`src/rtl/wakeup_pkg.sv`:
```
// Constants, register map and divide table for the periodic wakeup counter.
package wakeup_pkg;

    // Bus, register and divide ratio widths.
    localparam int DATA_W = 32;
    localparam int ADDR_W = 12;
    localparam int REG_W = 8;
    localparam int RATIO_W = 18;

    // Register byte addresses.
    localparam logic [ADDR_W-1:0] OFF_STATUS_CONTROL = 12'h000;
    localparam logic [ADDR_W-1:0] OFF_CURRENT_COUNT = 12'h004;
    localparam logic [ADDR_W-1:0] OFF_MATCH_LIMIT = 12'h008;
    localparam logic [ADDR_W-1:0] OFF_IRQ_STATUS = 12'h00C;
    localparam logic [ADDR_W-1:0] OFF_IRQ_MASK = 12'h010;

    // Field positions in the status/control register.
    localparam int FLAG_BIT = 7;
    localparam int SRC_HI = 6;
    localparam int SRC_LO = 5;
    localparam int IRQ_EN_BIT = 4;
    localparam int PS_HI = 3;
    localparam int PS_LO = 0;
    // Bit position of the event in the interrupt status and mask registers.
    localparam int IRQ_BIT = 0;

    // Reset values.
    localparam logic [1:0] SRC_RESET = 2'h0;
    localparam logic [3:0] PS_RESET = 4'h0;
    localparam logic [REG_W-1:0] LIMIT_RESET = 8'h00;
    localparam logic [REG_W-1:0] COUNT_RESET = 8'h00;

    // Source select codes, prescaler off code and source indices.
    localparam logic [1:0] SRC_LPO = 2'h0;
    localparam logic [3:0] PS_OFF = 4'h0;
    localparam int N_SOURCES = 3;
    localparam logic [1:0] IDX_LPO = 2'h0;
    localparam logic [1:0] IDX_EXT = 2'h1;
    localparam logic [1:0] IDX_INT = 2'h2;

    // Bus answer states.
    typedef enum logic [1:0] {
        BUS_IDLE = 2'b01,
        BUS_DONE = 2'b10
    } bus_state_t;

    // Divide ratio for a bank (low source bit) and prescale code; 0 is off.
    function automatic logic [RATIO_W-1:0] divideRatio(
        input logic bank,
        input logic [3:0] sel
    );
        logic [RATIO_W-1:0] r;
        case ({bank, sel})
            5'h01: r = 18'h00008;
            5'h02: r = 18'h00020;
            5'h03: r = 18'h00040;
            5'h04: r = 18'h00080;
            5'h05: r = 18'h00100;
            5'h06: r = 18'h00200;
            5'h07: r = 18'h00400;
            5'h08: r = 18'h00001;
            5'h09: r = 18'h00002;
            5'h0A: r = 18'h00004;
            5'h0B: r = 18'h0000A;
            5'h0C: r = 18'h00010;
            5'h0D: r = 18'h00064;
            5'h0E: r = 18'h001F4;
            5'h0F: r = 18'h003E8;
            5'h11: r = 18'h00400;
            5'h12: r = 18'h00800;
            5'h13: r = 18'h01000;
            5'h14: r = 18'h02000;
            5'h15: r = 18'h04000;
            5'h16: r = 18'h08000;
            5'h17: r = 18'h10000;
            5'h18: r = 18'h003E8;
            5'h19: r = 18'h007D0;
            5'h1A: r = 18'h01388;
            5'h1B: r = 18'h02710;
            5'h1C: r = 18'h04E20;
            5'h1D: r = 18'h0C350;
            5'h1E: r = 18'h186A0;
            5'h1F: r = 18'h30D40;
            default: r = 18'h00000;
        endcase
        return r;
    endfunction

endpackage

```
`src/rtl/prescale_divider.sv`:
```
// Prescaler that turns source ticks into one pulse per ratio ticks.
`timescale 1ns/1ps
module prescale_divider #(
    parameter int RATIO_W = 18
) (
    // Clock and reset.
    input wire logic clock,
    input wire logic reset_n,
    // Control.
    input wire logic clear,
    input wire logic [RATIO_W-1:0] ratio,
    input wire logic tickIn,
    // Output pulse.
    output logic pulseOut
);

    logic [RATIO_W-1:0] count_q;
    logic pulse_q;

    // Counts source ticks; a zero ratio holds the divider stopped at zero.
    always_ff @(posedge clock or negedge reset_n) begin
        if (!reset_n) begin
            count_q <= '0;
            pulse_q <= 1'b0;
        end else if (clear || ratio == '0) begin
            count_q <= '0;
            pulse_q <= 1'b0;
        end else if (tickIn) begin
            if (count_q >= ratio - RATIO_W'(1)) begin
                count_q <= '0;
                pulse_q <= 1'b1;
            end else begin
                count_q <= count_q + RATIO_W'(1);
                pulse_q <= 1'b0;
            end
        end else begin
            pulse_q <= 1'b0;
        end
    end

    assign pulseOut = pulse_q;

endmodule

```
`src/rtl/periodic_wakeup_counter.sv`:
```
// Periodic wakeup counter with prescaler, modulo match and APB registers.
//
// Behaviour
// - Eight-bit up-counter compared to a modulo limit; a match is one event.
// - Counter keeps running in wait mode; its interrupt can end wait.
// - Counter keeps running in both retained stop modes; interrupt wakes.
// - Low-power source works in both stops; reference sources only shallow.
// - Debug mode freezes counting; resumes from held value unless reset.
// - Match flag sits in bit 7; writing one clears it, zero does nothing.
// - Bits 6-5 pick the source: 00 low-power, 01 external, 1x internal.
// - Changing the source clears prescaler and counter.
// - Bit 4 enables the interrupt; without it software polls the flag.
// - Bits 3-0 pick the divide ratio; a change clears both counters.
// - Low source bit zero: off, 8..1024 binary, then 1..1000 decimal.
// - Low source bit one: off, 2^10..2^16, then 1000..200000 decimal.
// - Count register reads the counter; writes to it are ignored.
// - Counter clears on reset, limit write, or changed source/prescale.
// - Reset clears flag, source, enable and prescale; prescaler stopped.
// - Counter steps per prescaler pulse up to the limit, then wraps.
// - Flag sets on the wrap to zero; limit zero sets it every pulse.
// - Limit register is read/write, resets to zero, a write clears counters.
//
// Chosen here: register access over APB and the placing of the registers.
`timescale 1ns/1ps
module periodic_wakeup_counter
    import wakeup_pkg::*;
(
    // Clock and reset.
    input wire logic clock,
    input wire logic reset_n,
    // APB slave.
    input wire logic psel,
    input wire logic penable,
    input wire logic pwrite,
    input wire logic [ADDR_W-1:0] paddr,
    input wire logic [DATA_W-1:0] pwdata,
    output logic [DATA_W-1:0] prdata,
    output logic pready,
    output logic pslverr,
    // Source clocks, sampled as levels.
    input wire logic lowPowerOscClk,
    input wire logic extRefClk,
    input wire logic intRefClk,
    // Processor mode.
    input wire logic stopDeepMode,
    input wire logic debugActive,
    // Interrupt and wakeup request.
    output logic irqOut
);

    // Address match used by every register decode.
    function automatic logic isOffset(
        input logic [ADDR_W-1:0] addr,
        input logic [ADDR_W-1:0] off
    );
        return addr == off;
    endfunction

    bus_state_t busState_q;
    logic [DATA_W-1:0] prdata_q;
    logic [DATA_W-1:0] readValue;
    logic pready_q;
    logic pslverr_q;
    logic irqOut_q;
    logic mapped;
    logic writeCommit;
    logic wrStatus;
    logic wrLimit;
    logic wrIrqStatus;
    logic wrIrqMask;
    logic srcChanged;
    logic psChanged;
    logic clearCounters;
    logic flagClear;
    logic matchEvent;
    logic matchFlag_q;
    logic matchIrqEnable_q;
    logic [1:0] sourceSelect_q;
    logic [3:0] prescaleSelect_q;
    logic [REG_W-1:0] matchLimit_q;
    logic [REG_W-1:0] currentCount_q;
    logic [N_SOURCES-1:0] srcLevel;
    logic [N_SOURCES-1:0] srcSample_q;
    logic [N_SOURCES-1:0] srcPrev_q;
    logic [N_SOURCES-1:0] srcRise;
    logic [1:0] srcIdx;
    logic sourceUsable;
    logic tick;
    logic prescPulse;
    logic [RATIO_W-1:0] ratio;

    // Any decoded register address.
    assign mapped = isOffset(paddr, OFF_STATUS_CONTROL)
        || isOffset(paddr, OFF_CURRENT_COUNT)
        || isOffset(paddr, OFF_MATCH_LIMIT)
        || isOffset(paddr, OFF_IRQ_STATUS)
        || isOffset(paddr, OFF_IRQ_MASK);

    // A write takes effect on the edge where the master samples pready.
    assign writeCommit = (busState_q == BUS_DONE) && psel && penable && pwrite;
    assign wrStatus = writeCommit && isOffset(paddr, OFF_STATUS_CONTROL);
    assign wrLimit = writeCommit && isOffset(paddr, OFF_MATCH_LIMIT);
    assign wrIrqStatus = writeCommit && isOffset(paddr, OFF_IRQ_STATUS);
    assign wrIrqMask = writeCommit && isOffset(paddr, OFF_IRQ_MASK);

    assign srcChanged = wrStatus
        && (pwdata[SRC_HI:SRC_LO] != sourceSelect_q);
    assign psChanged = wrStatus && (pwdata[PS_HI:PS_LO] != prescaleSelect_q);
    assign clearCounters = wrLimit || srcChanged || psChanged;

    // Read multiplexer; the count register is read-only.
    always_comb begin
        readValue = '0;
        if (isOffset(paddr, OFF_STATUS_CONTROL)) begin
            readValue[FLAG_BIT] = matchFlag_q;
            readValue[SRC_HI:SRC_LO] = sourceSelect_q;
            readValue[IRQ_EN_BIT] = matchIrqEnable_q;
            readValue[PS_HI:PS_LO] = prescaleSelect_q;
        end else if (isOffset(paddr, OFF_CURRENT_COUNT)) begin
            readValue[REG_W-1:0] = currentCount_q;
        end else if (isOffset(paddr, OFF_MATCH_LIMIT)) begin
            readValue[REG_W-1:0] = matchLimit_q;
        end else if (isOffset(paddr, OFF_IRQ_STATUS)) begin
            readValue[IRQ_BIT] = matchFlag_q;
        end else if (isOffset(paddr, OFF_IRQ_MASK)) begin
            readValue[IRQ_BIT] = matchIrqEnable_q;
        end
    end

    // Answers each access one cycle after penable rises, from flip-flops.
    always_ff @(posedge clock or negedge reset_n) begin
        if (!reset_n) begin
            busState_q <= BUS_IDLE;
            pready_q <= 1'b0;
            pslverr_q <= 1'b0;
            prdata_q <= '0;
        end else begin
            case (busState_q)
                BUS_IDLE: begin
                    if (psel && penable) begin
                        busState_q <= BUS_DONE;
                        pready_q <= 1'b1;
                        pslverr_q <= !mapped;
                        prdata_q <= pwrite ? '0 : readValue;
                    end
                end
                BUS_DONE: begin
                    busState_q <= BUS_IDLE;
                    pready_q <= 1'b0;
                    pslverr_q <= 1'b0;
                    prdata_q <= '0;
                end
                default: begin
                    busState_q <= BUS_IDLE;
                    pready_q <= 1'b0;
                    pslverr_q <= 1'b0;
                    prdata_q <= '0;
                end
            endcase
        end
    end

    // Control fields; the mask register aliases the enable bit.
    always_ff @(posedge clock or negedge reset_n) begin
        if (!reset_n) begin
            sourceSelect_q <= SRC_RESET;
            prescaleSelect_q <= PS_RESET;
            matchIrqEnable_q <= 1'b0;
        end else if (wrStatus) begin
            sourceSelect_q <= pwdata[SRC_HI:SRC_LO];
            prescaleSelect_q <= pwdata[PS_HI:PS_LO];
            matchIrqEnable_q <= pwdata[IRQ_EN_BIT];
        end else if (wrIrqMask) begin
            matchIrqEnable_q <= pwdata[IRQ_BIT];
        end
    end

    always_ff @(posedge clock or negedge reset_n) begin
        if (!reset_n) begin
            matchLimit_q <= LIMIT_RESET;
        end else if (wrLimit) begin
            matchLimit_q <= pwdata[REG_W-1:0];
        end
    end

    // Samples every source level and keeps the previous value for edges.
    assign srcLevel = {intRefClk, extRefClk, lowPowerOscClk};
    generate
        for (genvar i = 0; i < N_SOURCES; i++) begin : gSrc
            always_ff @(posedge clock or negedge reset_n) begin
                if (!reset_n) begin
                    srcSample_q[i] <= 1'b0;
                    srcPrev_q[i] <= 1'b0;
                end else begin
                    srcSample_q[i] <= srcLevel[i];
                    srcPrev_q[i] <= srcSample_q[i];
                end
            end
            assign srcRise[i] = srcSample_q[i] && !srcPrev_q[i];
        end
    endgenerate

    assign srcIdx = sourceSelect_q[1] ? IDX_INT
        : (sourceSelect_q[0] ? IDX_EXT : IDX_LPO);
    // reference sources halt in deep stop.
    assign sourceUsable = !stopDeepMode || (srcIdx == IDX_LPO);
    assign tick = srcRise[srcIdx] && sourceUsable && !debugActive;
    assign ratio = divideRatio(sourceSelect_q[0], prescaleSelect_q);

    prescale_divider #(
        .RATIO_W(RATIO_W)
    ) uDivider (
        .clock(clock),
        .reset_n(reset_n),
        .clear(clearCounters),
        .ratio(ratio),
        .tickIn(tick),
        .pulseOut(prescPulse)
    );

    assign matchEvent = prescPulse && !clearCounters
        && (currentCount_q == matchLimit_q);

    always_ff @(posedge clock or negedge reset_n) begin
        if (!reset_n) begin
            currentCount_q <= COUNT_RESET;
        end else if (clearCounters) begin
            currentCount_q <= COUNT_RESET;
        end else if (prescPulse) begin
            if (currentCount_q == matchLimit_q) begin
                currentCount_q <= COUNT_RESET;
            end else begin
                currentCount_q <= currentCount_q + 8'h01;
            end
        end
    end

    assign flagClear = (wrStatus && pwdata[FLAG_BIT])
        || (wrIrqStatus && pwdata[IRQ_BIT]);

    // Sticky flag; a match in the clearing cycle keeps it set.
    always_ff @(posedge clock or negedge reset_n) begin
        if (!reset_n) begin
            matchFlag_q <= 1'b0;
        end else if (matchEvent) begin
            matchFlag_q <= 1'b1;
        end else if (flagClear) begin
            matchFlag_q <= 1'b0;
        end
    end

    always_ff @(posedge clock or negedge reset_n) begin
        if (!reset_n) begin
            irqOut_q <= 1'b0;
        end else begin
            irqOut_q <= matchFlag_q && matchIrqEnable_q;
        end
    end

    assign prdata = prdata_q;
    assign pready = pready_q;
    assign pslverr = pslverr_q;
    assign irqOut = irqOut_q;
endmodule

```
`config.mk`:
```
export PLATFORM = sky130hd
export DESIGN_NAME = periodic_wakeup_counter
export DESIGN_NICKNAME = d
export VERILOG_FILES = /design/src/rtl/wakeup_pkg.sv /design/src/rtl/prescale_divider.sv /design/src/rtl/periodic_wakeup_counter.sv
export SDC_FILE = /design/constraint.sdc
export NUM_CORES = 1
export LEC_CHECK = 0
export CORE_MARGIN = 2
export CORE_UTILIZATION = 49
export DETAILED_ROUTE_END_ITERATION = 10
export DONT_BUFFER_PORTS = 1
export PLACE_DENSITY_LB_ADDON = 0.3
export SYNTH_ARGS = -nofsm -noshare
export SYNTH_HDL_FRONTEND = slang
export SYNTH_SLANG_ARGS = --single-unit
```
`constraint.sdc`:
```
create_clock -name clock -period 8.49 [get_ports clock]
set_input_delay 0.4245 -clock clock [delete_from_list [all_inputs] [get_ports clock]]
set_output_delay 0.4245 -clock clock [all_outputs]
set_load 0.02 [all_outputs]
```
==> flow_metrics.py <==
metrics = {
    "run_status": {
        "status": "finished clean",
    },
    "floorplanning": {
        "start_util_pct": 51.07,
        "die_area_mm2": 0.009959,
        "core-area_mm2": 0.008806,
        "fp.dieH_um": 99.80,
        "top_level_ports": 89,
        "die_w_um": 99.80,
        "core.rowCount": 34,
    },
    "global_route": {
        "grt_usage_pct": 20.95,
        "grt_first_pass_wirelength_um": 16760,
        "overflow": 0,
        "grt_antenna_before_repair": 0,
        "grt_pass1_vias": 3420,
        "grt_start_max_net_pins": 62,
    },
    "setup_path": {
        "crit_arrival_ps": 4670,
        "reg2regPathDepth": 14,
        "critPathMaxStageDelay_ps": 660,
        "worstSetupStartpointType": "register",
        "cp_cell_sequence": "inv_1, ha_1, nor2b_1, a221o_1, nor3_2, nand4_2, or4_1, a21oi_1, ha_1, a21oi_1, o21ai_0, o21ai_0, nand2_2, nor3_1",
        "crit_path_end_kind": "register",
        "crit_slowest_cell": "dfrtp_1",
        "crit_fanout": 18,
        "crit_type": "reg2reg",
        "crit_required_ps": 8750,
    },
    "layout": {
        "multi_input_area_mm2": 0.002744,
        "final_cell_mix": "dfrtp_1 (60), nand2_1 (36), nor2_1 (31)",
        "nets": 566,
        "area_growth_pct": 4.174,
        "ff_latch_area_mm2": 0.001528,
        "final_common_cell": "dfrtp_1",
        "num-fill-cells": 782,
        "post-route-util_pct": 53.20,
        "num_antenna_cells": 0,
        "drive_above_1_share_pct": 9.631,
    },
    "timing": {
        "whs_ps": 103.6,
        "finalCriticalPeriod_ps": 4410,
        "post-route-period-util_pct": 51.94,
        "clock.fmax_ghz": 0.2268,
        "fin_ws_ps": 4080,
        "finalMaxSlewViolations": 0,
        "tightest_slew_ps": 865.3,
        "final-setup-viol-count": 0,
        "hold_violations": 0,
        "rsz0062_at_grt": "no",
        "maxSlewHeadroom_pct": 42.16,
        "finalSetupTns_ps": 0,
        "clock_skew_ps": 12.77,
    },
    "power_and_ir_drop": {
        "p_leak_nw": 2.041,
        "p_total_mw": 0.6422,
        "power_density_mw_per_mm2": 137.1,
        "ir_drop_v": 0.0001138,
    },
    "synthesis": {
        "ys_seq_area_share_pct": 33.97,
        "syn_area_mm2": 0.004497,
        "synth_ff_type": "dfrtp_1",
        "ys_async_sr_fraction_pct": 100.0,
        "yosys_warnings": 0,
        "synth.distinct_cells": 62,
        "synthCells": 486,
        "synth.avg_cell_area_um2": 9.253,
        "synth_edf_count": 0,
        "yosys_register_bits": 61,
    },
    "drt": {
        "drt-initial-drc-count": 235,
        "vias_per_cell": 5.966,
        "firstDrtPassIters": 5,
        "wl_per_cell_um": 16.93,
        "postRouteAntennaNets": 0,
        "vias": 3556,
        "wl_um": 10090,
        "drc": 0,
    },
    "flow_run": {
        "max_cap_viol_count": 0,
    },
    "clock_tree": {
        "cts_buffers": 9,
        "postCtsSetupBuffers": 0,
        "clock_path_buffers": 2,
        "cts_tree": "built",
        "ctsResizeCount": 0,
        "cts.reportedPaths.clkPinSlew_ps": 80,
        "htreeDepth": 3,
        "root_buffer": "clkbuf_8",
        "clk_latency_ps": 350,
        "ctsHoldBuffers": 2,
        "cts_sinks": 61,
    },
    "place": {
        "dpl.hpwl_um": 7155,
        "pre_cts_ws_ps": 4084,
        "io_buffers": 0,
        "globalplace.congestion": 0.9025,
    },
    "hold_path": {
        "hold_depth": 0,
        "hp-class": "in2reg",
    },
}
[per-layer routing]
| metal | share of wire, % | track usage [%] | up-vias |
|---|---|---|---|
| met3 | 6.1 | 5.153 | 16 |
| met4 | 1.7 | 6.849 | 0 |
| met5 | 0 | 0 | - |
| met2 | 45 | 32.12 | 123 |
| met1 | 47 | 29.26 | 1701 |
| li1 | - | - | 1716 |
[final timing paths]
| kind | from | endpoint | slack (ps) |
|---|---|---|---|
| min in group asynchronous | reset_n | uDivider.count_q[5] | 590 |
| worst max register to register | prescaleSelect_q[1] | uDivider.count_q[17] | 4080 |
| max in group asynchronous | reset_n | busState_q[0] | 7530 |
| worst max-delay path | prescaleSelect_q[1] | uDivider.count_q[17] | 4080 |
| worst min register to register | srcSample_q[2] | srcPrev_q[2] | 370 |
| worst min-delay path | intRefClk | srcSample_q[2] | 100 |
[cells by family after synthesis]
family	Yosys count	share of synthesized area [%]
AO/OA/AOI/OAI	92	14.05
XOR/XNOR	46	8.959
adder cells (fa/ha/maj)	29	8.069
buffers and inverters	49	6.928
flip-flops	61	33.97
multiplexers	26	6.093
other	1	0.08339
AND/OR/NAND/NOR	182	21.84
[registers in the layout, indices dropped and copies added (netlist names)]
name               flops
uDivider.count_q      18
currentCount_q         8
matchLimit_q           8
prdata                 8
prescaleSelect_q       4
srcPrev_q              3
srcSample_q            3
busState_q             2
sourceSelect_q         2
irqOut                 1
matchFlag_q            1
matchIrqEnable_q       1
pslverr                1
uDivider.pulseOut      1
[cells in the mapped netlist (all sizes together), types with 9 or more instances]
cell    number  share of area, %
dfrtp       60                33
mux2i       15               3.3
o21ai       21               2.3
nand3       18               2.0
xnor2       25               4.9
nand2b      10               1.4
buf         37               5.9
a22o        13               2.5
nand4       14               2.1
mux2        11               2.8
xor2        21               4.1
nor2        33               2.9
nand2       37               3.1
nor3        28               3.3
ha          29               8.1
nor2b        9               1.3
a21oi       21               2.3
inv          9              0.75
[report_power, final]
group	total [mW]	internal [mW]	leakage, nW	switching [mW]
clock network	0.264	0.137	0.0971	0.127
logic	0.0599	0.0226	1.14	0.0372
registers	0.318	0.302	0.802	0.0164
[metrics by stage]
step,instances,instance area [µm²]
2_1_floorplan,509,4583
3_3_place_gp,578,4448
3_5_place_dp,578,4448
4_1_cts,596,4684
5_1_grt,596,4684
6_report,596,4684
[critical path, delay by kind of cell (launching register included)]
kind	cells	cell delay, ps
DFF	1	660
buffers and inverters	1	230
AOI/OAI and AO/OA	5	1080
adders and majority gates	2	560
and+or+nand+nor	6	1820
[layout make-up]
type / instances / share of cell area (%)
multi-input cells: 399 / 58.57
flip-flops and latches: 61 / 32.61
well taps: 108 / 2.885
clock buffers: 9 / 2.644
clock inverters: 7 / 1.603
repair buffers: 3 / 0.9615
inverters: 9 / 0.7212
(Power assumes the default switching activity.)
